==> config.mk <==
export PLATFORM = sky130hd
export DESIGN_NAME = ambient_light_zone_controller
export DESIGN_NICKNAME = d
export VERILOG_FILES = /design/src/inc/ambient_zone_pkg.sv /design/src/design/ambient_light_zone_controller.sv
export SDC_FILE = /design/constraint.sdc
export NUM_CORES = 1
export LEC_CHECK = 0
export BUFFER_PORTS_ARGS = -buffer_cell sky130_fd_sc_hd__buf_2
export CELL_PAD_IN_SITES_DETAIL_PLACEMENT = 0
export CELL_PAD_IN_SITES_GLOBAL_PLACEMENT = 2
export CORE_MARGIN = 2
export CORE_UTILIZATION = 44
export DETAILED_ROUTE_END_ITERATION = 8
export PLACE_DENSITY = 0.95
export SETUP_SLACK_MARGIN = 0.15
export SKIP_CTS_REPAIR_TIMING = 1
export SLEW_MARGIN = 5
export SYNTH_ARGS = -nofsm -noshare
export SYNTH_HDL_FRONTEND = slang
export SYNTH_SLANG_ARGS = --single-unit
==> constraint.sdc <==
create_clock -name clk_sys -period 15.2 [get_ports clk_sys]
set_input_delay 3.04 -clock clk_sys [delete_from_list [all_inputs] [get_ports clk_sys]]
set_output_delay 3.04 -clock clk_sys [all_outputs]
set_load 0.01 [all_outputs]
==> src/inc/ambient_zone_pkg.sv <==
// Constants, types and register map of the ambient light zone controller
// Behaviour
// - Four thresholds split light into five zones
// - Start code picks zone target or keeps last
// - Load start zone at sensing start, power-save exit
// - Active zone readable at readback register
// - Zone change sets flag in status register
// - Reading status register clears the flag
// - Zone interrupt mask resets to one
// - Unmasked zone change drives interrupt low
// - Status read releases interrupt high
// - Averaged input compared against 8-bit thresholds
// - LED level ramps stepwise to zone target
// - Averaging window code selects 4 to 512 ms
// - Target bit 7 fixed one, thresholds eight bits
// - Select field picks lower, a, b, higher
// - Any group enable activates sensing, scales group
`default_nettype none
package ambient_zone_pkg;
  // Register offsets
  localparam logic [7:0] ADDR_AMBIENT_CONTROL = 8'h11;
  localparam logic [7:0] ADDR_AMBIENT_START_SELECT = 8'h1b;
  localparam logic [7:0] ADDR_GENERAL_CONTROL = 8'h36;
  localparam logic [7:0] ADDR_STATUS_FLAGS = 8'h3a;
  localparam logic [7:0] ADDR_ACTIVE_ZONE_READBACK = 8'h97;
  localparam logic [7:0] ADDR_ZONE_THRESHOLD_BASE = 8'h70;
  localparam logic [7:0] ADDR_ZONE_TARGET_BASE = 8'h74;
  // Field positions
  localparam int AVG_CODE_LSB = 0;
  localparam int INPUT_SEL_LSB = 3;
  localparam int GROUP_ENABLE_LSB = 5;
  localparam int START_CODE_LSB = 0;
  localparam int ZONE_MASK_BIT = 7;
  localparam int ZONE_CHANGE_BIT = 4;
  localparam int TARGET_FIXED_BIT = 7;
  // Reset values
  localparam logic [7:0] RESET_AMBIENT_CONTROL = 8'h00;
  localparam logic [7:0] RESET_START_SELECT = 8'h00;
  localparam logic [7:0] RESET_GENERAL_CONTROL = 8'h80;
  localparam logic [7:0] RESET_THRESHOLD = 8'h00;
  localparam logic [6:0] RESET_TARGET_DATA = 7'h00;
  // Zone and source encodings
  localparam int ZONE_COUNT = 5;
  localparam int THRESHOLD_COUNT = 4;
  localparam logic [2:0] START_LAST_MIN = 3'h5;
  localparam logic [1:0] SEL_LOWER = 2'h0;
  localparam logic [1:0] SEL_INPUT_A = 2'h1;
  localparam logic [1:0] SEL_INPUT_B = 2'h2;
  localparam logic [1:0] SEL_HIGHER = 2'h3;
  // Timing: one sample per ms, shortest window four samples
  localparam int CLOCK_MHZ = 100;
  localparam int SAMPLE_TIME_US = 1000;
  localparam int SAMPLE_CYCLES = SAMPLE_TIME_US * CLOCK_MHZ;
  localparam int MIN_WINDOW_MS = 4;
  localparam int MIN_WINDOW_LOG2 = 2;
  // Register access request from the serial port
  typedef struct packed {
    logic [7:0] addr;
    logic [7:0] wdata;
    logic write;
    logic read;
  } reg_req_t;
  // Register read answer
  typedef struct packed {
    logic [7:0] rdata;
    logic rvalid;
  } reg_resp_t;
endpackage
`default_nettype wire

==> src/design/ambient_light_zone_controller.sv <==
// Ambient light averaging, zone decision, ramp and zone interrupt
`default_nettype none
module ambient_light_zone_controller #(
  parameter int SAMPLE_PERIOD = ambient_zone_pkg::SAMPLE_CYCLES
) (
  // Clock and reset
  input wire logic clk_sys,
  input wire logic reset,
  // Register access port
  input wire ambient_zone_pkg::reg_req_t reg_req,
  output var ambient_zone_pkg::reg_resp_t reg_resp,
  // Digitised sensor levels, other domain
  input wire logic [7:0] ambient_input_a,
  input wire logic [7:0] ambient_input_b,
  // Power-save state from device control
  input wire logic power_save,
  // LED side
  output logic [7:0] ambient_level,
  output logic [23:0] group_scale,
  output logic sensing_active,
  // Interrupt pin, active low
  output logic int_n
);
  import ambient_zone_pkg::*;

  if (SAMPLE_PERIOD < 1) begin : g_check
    $error("SAMPLE_PERIOD must be at least one cycle");
  end

  // Host registers
  logic [7:0] ambient_control;
  logic [7:0] ambient_start_select;
  logic [7:0] general_control;
  logic [7:0] zone_threshold [THRESHOLD_COUNT];
  logic [6:0] zone_target [ZONE_COUNT];
  logic zone_change_flag;
  // Datapath state
  logic [2:0] averaging_window_code;
  logic [1:0] input_sel;
  logic [2:0] group_enable;
  logic [7:0] a_s1, a_s2, a_s3, b_s1, b_s2, b_s3;
  logic [7:0] level_a, level_b;
  logic [31:0] tick_count;
  logic sample_tick;
  logic [16:0] acc;
  logic [9:0] sample_count;
  logic [7:0] avg_level;
  logic window_done;
  logic [2:0] zone;
  logic sensing_q;
  logic power_save_q;
  logic start_load;
  logic status_read;

  // Count of thresholds at or below the level gives the zone
  function automatic logic [2:0] zone_of(input logic [7:0] lvl,
                                         input logic [31:0] thr);
    logic [2:0] z;
    z = 3'h0;
    for (int i = 0; i < THRESHOLD_COUNT; i++) begin
      if (lvl >= thr[i*8 +: 8]) begin
        z = z + 3'h1;
      end
    end
    return z;
  endfunction

  // Target with its fixed top bit
  function automatic logic [7:0] target_of(input logic [6:0] data);
    return {1'b1, data};
  endfunction

  assign averaging_window_code = ambient_control[AVG_CODE_LSB +: 3];
  assign input_sel = ambient_control[INPUT_SEL_LSB +: 2];
  assign group_enable = ambient_control[GROUP_ENABLE_LSB +: 3];
  assign status_read = reg_req.read && (reg_req.addr == ADDR_STATUS_FLAGS);
  // Sensing runs while any group asks for it and not in power-save
  logic next_sensing;
  assign next_sensing = (|group_enable) && !power_save;
  // Start zone loads on sensing start or leaving power-save
  assign start_load = next_sensing && (!sensing_q || power_save_q);

  // Register writes; target top bit is not stored, it reads as one
  always_ff @(posedge clk_sys or posedge reset) begin
    if (reset) begin
      ambient_control <= RESET_AMBIENT_CONTROL;
      ambient_start_select <= RESET_START_SELECT;
      general_control <= RESET_GENERAL_CONTROL;
      for (int i = 0; i < THRESHOLD_COUNT; i++) begin
        zone_threshold[i] <= RESET_THRESHOLD;
      end
      for (int i = 0; i < ZONE_COUNT; i++) begin
        zone_target[i] <= RESET_TARGET_DATA;
      end
    end else if (reg_req.write) begin
      case (reg_req.addr)
        ADDR_AMBIENT_CONTROL: ambient_control <= reg_req.wdata;
        ADDR_AMBIENT_START_SELECT: ambient_start_select <= reg_req.wdata;
        ADDR_GENERAL_CONTROL: general_control <= reg_req.wdata;
        default: begin
          // Threshold and target blocks, full byte vs seven bits
          for (int i = 0; i < THRESHOLD_COUNT; i++) begin
            if (reg_req.addr == ADDR_ZONE_THRESHOLD_BASE + 8'(i)) begin
              zone_threshold[i] <= reg_req.wdata;
            end
          end
          for (int i = 0; i < ZONE_COUNT; i++) begin
            if (reg_req.addr == ADDR_ZONE_TARGET_BASE + 8'(i)) begin
              zone_target[i] <= reg_req.wdata[6:0];
            end
          end
        end
      endcase
    end
  end

  // Read answer one cycle after the strobe; unmapped reads zero
  always_ff @(posedge clk_sys or posedge reset) begin
    if (reset) begin
      reg_resp <= '0;
    end else begin
      reg_resp.rvalid <= reg_req.read;
      if (reg_req.read) begin
        case (reg_req.addr)
          ADDR_AMBIENT_CONTROL: reg_resp.rdata <= ambient_control;
          ADDR_AMBIENT_START_SELECT: reg_resp.rdata <= ambient_start_select;
          ADDR_GENERAL_CONTROL: reg_resp.rdata <= general_control;
          ADDR_STATUS_FLAGS: reg_resp.rdata <= 8'(zone_change_flag) << ZONE_CHANGE_BIT;
          ADDR_ACTIVE_ZONE_READBACK: reg_resp.rdata <= {5'h00, zone};
          default: begin
            reg_resp.rdata <= 8'h00;
            for (int i = 0; i < THRESHOLD_COUNT; i++) begin
              if (reg_req.addr == ADDR_ZONE_THRESHOLD_BASE + 8'(i)) begin
                reg_resp.rdata <= zone_threshold[i];
              end
            end
            for (int i = 0; i < ZONE_COUNT; i++) begin
              if (reg_req.addr == ADDR_ZONE_TARGET_BASE + 8'(i)) begin
                reg_resp.rdata <= target_of(zone_target[i]);
              end
            end
          end
        endcase
      end
    end
  end

  // Three-stage synchronisers; a word counts once stages two and three agree
  always_ff @(posedge clk_sys or posedge reset) begin
    if (reset) begin
      {a_s1, a_s2, a_s3, b_s1, b_s2, b_s3} <= '0;
      level_a <= 8'h00;
      level_b <= 8'h00;
    end else begin
      {a_s1, a_s2, a_s3} <= {ambient_input_a, a_s1, a_s2};
      {b_s1, b_s2, b_s3} <= {ambient_input_b, b_s1, b_s2};
      if (a_s2 == a_s3) begin
        level_a <= a_s3;
      end
      if (b_s2 == b_s3) begin
        level_b <= b_s3;
      end
    end
  end

  // Source selection
  logic [7:0] selected_level;
  always_comb begin
    case (input_sel)
      SEL_LOWER: selected_level = (level_a < level_b) ? level_a : level_b;
      SEL_INPUT_A: selected_level = level_a;
      SEL_INPUT_B: selected_level = level_b;
      SEL_HIGHER: selected_level = (level_a > level_b) ? level_a : level_b;
      default: selected_level = level_a;
    endcase
  end

  // Sample-rate divider, one-cycle enable pulse
  always_ff @(posedge clk_sys or posedge reset) begin
    if (reset) begin
      tick_count <= 32'h0;
      sample_tick <= 1'b0;
    end else if (tick_count == 32'(SAMPLE_PERIOD - 1)) begin
      tick_count <= 32'h0;
      sample_tick <= 1'b1;
    end else begin
      tick_count <= tick_count + 32'h1;
      sample_tick <= 1'b0;
    end
  end

  // Window averaging: 4 << code samples, then shift back down
  logic [9:0] window_last;
  logic [16:0] next_acc;
  assign window_last = 10'((MIN_WINDOW_MS << averaging_window_code) - 1);
  assign next_acc = acc + 17'(selected_level);
  always_ff @(posedge clk_sys or posedge reset) begin
    if (reset) begin
      acc <= 17'h0;
      sample_count <= 10'h0;
      avg_level <= 8'h00;
      window_done <= 1'b0;
    end else begin
      window_done <= 1'b0;
      if (!next_sensing || start_load) begin
        // Idle or restarting: begin a fresh window
        acc <= 17'h0;
        sample_count <= 10'h0;
      end else if (sample_tick) begin
        if (sample_count >= window_last) begin
          avg_level <= 8'(next_acc >> (MIN_WINDOW_LOG2 + averaging_window_code));
          window_done <= 1'b1;
          acc <= 17'h0;
          sample_count <= 10'h0;
        end else begin
          acc <= next_acc;
          sample_count <= sample_count + 10'h1;
        end
      end
    end
  end

  // Zone tracking, evaluated only at window end
  logic [2:0] next_zone;
  logic zone_changed;
  assign next_zone = zone_of(avg_level, {zone_threshold[3], zone_threshold[2],
                                         zone_threshold[1], zone_threshold[0]});
  assign zone_changed = window_done && (next_zone != zone) && !start_load;
  always_ff @(posedge clk_sys or posedge reset) begin
    if (reset) begin
      zone <= 3'h0;
      sensing_q <= 1'b0;
      power_save_q <= 1'b0;
    end else begin
      sensing_q <= next_sensing;
      power_save_q <= power_save;
      if (start_load) begin
        // Codes five and up keep the zone held before
        if (ambient_start_select[START_CODE_LSB +: 3] < START_LAST_MIN) begin
          zone <= ambient_start_select[START_CODE_LSB +: 3];
        end
      end else if (zone_changed) begin
        zone <= next_zone;
      end
    end
  end

  // Ramp one code per sample toward target; start loads of codes 0 to 4 jump directly
  logic [7:0] zone_target_level;
  assign zone_target_level = target_of(zone_target[zone]);
  always_ff @(posedge clk_sys or posedge reset) begin
    if (reset) begin
      ambient_level <= 8'h80;
    end else if (start_load &&
                 ambient_start_select[START_CODE_LSB +: 3] < START_LAST_MIN) begin
      ambient_level <= target_of(zone_target[ambient_start_select[2:0]]);
    end else if (sample_tick && sensing_q) begin
      if (ambient_level < zone_target_level) begin
        ambient_level <= ambient_level + 8'h01;
      end else if (ambient_level > zone_target_level) begin
        ambient_level <= ambient_level - 8'h01;
      end
    end
  end

  // Per-group scale: enabled groups follow ambient level, others full
  always_ff @(posedge clk_sys or posedge reset) begin
    if (reset) begin
      group_scale <= 24'hffffff;
      sensing_active <= 1'b0;
    end else begin
      sensing_active <= next_sensing;
      for (int g = 0; g < 3; g++) begin
        group_scale[g*8 +: 8] <= group_enable[g] ? ambient_level : 8'hff;
      end
    end
  end

  // Flag and interrupt; a change in the clearing cycle wins
  logic int_pending;
  always_ff @(posedge clk_sys or posedge reset) begin
    if (reset) begin
      zone_change_flag <= 1'b0;
      int_pending <= 1'b0;
      int_n <= 1'b1;
    end else begin
      zone_change_flag <= zone_changed || (zone_change_flag && !status_read);
      int_pending <= (zone_changed && !general_control[ZONE_MASK_BIT]) ||
                     (int_pending && !status_read);
      int_n <= !((zone_changed && !general_control[ZONE_MASK_BIT]) ||
                 (int_pending && !status_read));
    end
  end
endmodule
`default_nettype wire

==> metrics.cfg <==
[run_status]
outcome=completed

[job]
drv_cap=0

[critical_path]
crit_path_end_kind=flip-flop
critical_path.top_delay_family=compound AO/OA/AOI/OAI gates
worst-path-buf-inv=1
path_max_fanout=14
cp_slowest_cell=a22oi_1
worstPathRequired_ns=15.61
max_stage_delay_ns=0.80
criticalPathCategory=reg2reg
worstPathArrival_ns=5.58
worstPathCellList=ha_1 -> a21o_1 -> a21o_1 -> a21oi_1 -> o21ai_0 -> a22oi_1 -> mux2_2 -> ha_1 -> inv_1 -> fa_1 -> and2b_1 -> o2111ai_2 -> a31oi_4 -> nand3_1 -> xor2_1 -> mux2i_1 -> nor2b_1 -> a221oi_1 -> o221ai_1
start_kind=flip-flop

[clock_tree]
cts-root-buf=clkbuf_16
cts_sinks=273
cts_tree=built
cts_buffers=30
insertion_delay_ns=0.56
path_clk_slew_ns=0.06
h-tree-depth=1
clockBufferDepth=3

[die]
core_area_um2=31560
fp.dieW_um=183.1
pin_count=80
dieArea_um2=33520
initial_core_util_pct=44.72
std_cell_rows=65
die_h_um=183.1

[timing]
hold-worst-slack_ns=0.3446
period_minus_slack_ns=5.169
finalSetupTns_ns=0
skew_ns=0.01605
rsz0062_at_grt=no
hold_viol_final=0
post-route-period-util_pct=34.00
setup_violations=0
fmax_mhz=193.5
worst_pin_slew_ns=1.074
maxSlewViolCount=0
max_slew_margin_pct=28.05

[yosys]
synthMuxAreaShare_pct=10.86
synth_area_um2=14110
synth_fa_ha_area_share_pct=6.845
synth_xor_area_share_pct=4.690
synth_compound_area_share_pct=12.25
synth_cell_type_count=82
synth.ff_latch_count=273
synth_edf_count=0
ys_async_sr_fraction_pct=100.0
yosysWarnings=0
synth_largest_area_cell=dfrtp_1
synth.most_common_cell=dfrtp_1
synth_area_leaders=dfrtp_1 44%, ha_1 6.6%, mux2_2 5.7%
synthTopCellsByCount=246 x dfrtp_1, 125 x nand2_1, 109 x o21ai_0
synth_top_area_share_pct=43.62
synth_top_family_by_area=simple AND/OR/NAND/NOR gates
syn_avg_cell_area_um2=10.86
synthFlopType=dfrtp_1
synthCells=1299
syn-num-nets=1412
synth-simple-area-share_pct=13.70
seq_area_frac_synth_pct=48.65

[routing]
wl_per_cell_um=18.66
ant_nets=0
drt_iter0_markers=653
dr.pass1.iters=5
via_count=10010
avgViaCountPerCell=5.569
wl_mm=33.53
post-route-drc-count=0

[global_route]
top_usage_layer=met2
grt_pass1_wl_mm=54.41
grt_use_met2_pct=35.59
met3_usage_pct=2.641
grt_pass1_vias=10060
track_usage_pct=20.33
grt_antenna_before_repair=1
grt_max_degree=130
use_met1_pct=26.77
grt_overflow=0

[finish]
fin_nets=1483
fillCellCount=2820
layout-drive-gt1-share_pct=20.88
syn2layout_area_growth_pct=13.80

[power]
switching_share_pct=26.89
seqPwrFrac_pct=40.6
p_clk_share_pct=42.3
leakage_nw=7.244
power.share.combinational_pct=17.1
ir_drop_v=0.00009069
p_int_mw=1.477
p_switching_mw=0.5430
power_density_nw_per_um2=125.8

[placement]
dp_hpwl_mm=23.95
routabilityCongestion=0.8914
port_buffers=79

[min_path]
min_path_type=reg2reg

routing by layer:
layer / share of wire [%] / vias to the layer above
li1: - / 4785
met1: 43 / 4936
met2: 50 / 226
met3: 4.4 / 60
met4: 2.5 / 0
met5: 0 / -
worst paths after layout:
path                       startpoint         endpoint  slack [ns]  cells after the start
min reg2reg                   b_s1[4]          b_s2[4]        0.34                      0
max in group asynchronous       reset  zone_target[22]       11.01                      3
min in group asynchronous       reset  sample_count[9]        2.60                      2
min                           b_s1[4]          b_s2[4]        0.34                      0
max                        level_a[5]     avg_level[4]       10.03                     19
max reg2reg                level_a[5]     avg_level[4]       10.03                     19
flip-flops by register name, summed over array words and instances (netlist names), 3 cells and up:
register              flops
sample_count             10
reg_resp                  9
general_control           8
level_b                   8
zone_threshold           32
b_s2                      8
acc                      17
ambient_start_select      8
zone_target              35
a_s3                      8
a_s1                      8
b_s1                      8
b_s3                      8
avg_level                 8
level_a                   8
tick_count               32
group_scale              24
ambient_control           8
zone                      3
a_s2                      8
ambient_level             8
layout by cell type, fill, tap and decap left out, types with 18 or more instances in the layout:
cell type  Yosys  layout
nand3_1       35      35
inv_1         59      58
nor2_1        78      78
ha_1          74      74
clkbuf_16      0      31
a22oi_1       18      18
nand2_1      125     125
dfrtp_1      246     246
nor2b_1       22      22
mux4_2        23      23
mux2_2        72      72
xnor2_1       51      51
dfstp_2       27      27
o21ai_0      109     109
buf_2          6      79
nand2b_1      38      38
a21oi_1       45      45
xor2_1        22      22
cells by family (layout without fill, tap and decap cells):
| family | Yosys count | in the layout |
|---|---|---|
| XOR/XNOR | 74 | 74 |
| AND/OR/NAND/NOR | 384 | 384 |
| multiplexers | 115 | 115 |
| adder cells (fa/ha/maj) | 76 | 76 |
| other | 1 | 2 |
| buffers and inverters | 106 | 201 |
| flip-flops | 273 | 273 |
| AO/OA/AOI/OAI | 270 | 270 |
power groups by stage:
stage          Combinational, mW  Sequential (mW)  Clock [mW]
5_1_grt                    0.393            0.827       0.898
4_1_cts                    0.351            0.820       0.867
3_3_place_gp               0.343            0.831           0
2_1_floorplan              0.265            0.819           0
3_5_place_dp               0.348            0.832           0
6_report                   0.346            0.820       0.854
per-stage QoR:
| stage | instance area (um^2) | utilization [%] | instances | setup slack, ns | total power, mW |
|---|---|---|---|---|---|
| 2_1_floorplan | 14110 | - | 1299 | 4.681 | 1.084 |
| 3_3_place_gp | 14870 | 47.14 | 1740 | 9.649 | 1.174 |
| 3_5_place_dp | 14870 | 47.14 | 1740 | 9.589 | 1.181 |
| 4_1_cts | 16060 | 50.89 | 1796 | 10.03 | 2.039 |
| 5_1_grt | 16060 | 50.90 | 1797 | 9.432 | 2.119 |
| 6_report | 16060 | 50.90 | 1797 | 10.03 | 2.020 |
final cells by class:
type,instances,area [um^2],share of cell area [%]
multi-input cells,920,6833,42.54
flip-flops and latches,273,6865,42.75
clock buffers,37,848.3,5.282
diodes,1,2.502,0.01558
well taps,402,503.0,3.132
clock inverters,19,335.3,2.088
repair buffers,85,440.4,2.742
inverters,60,232.7,1.449
Note: power is estimated with default switching activity, not from simulation.
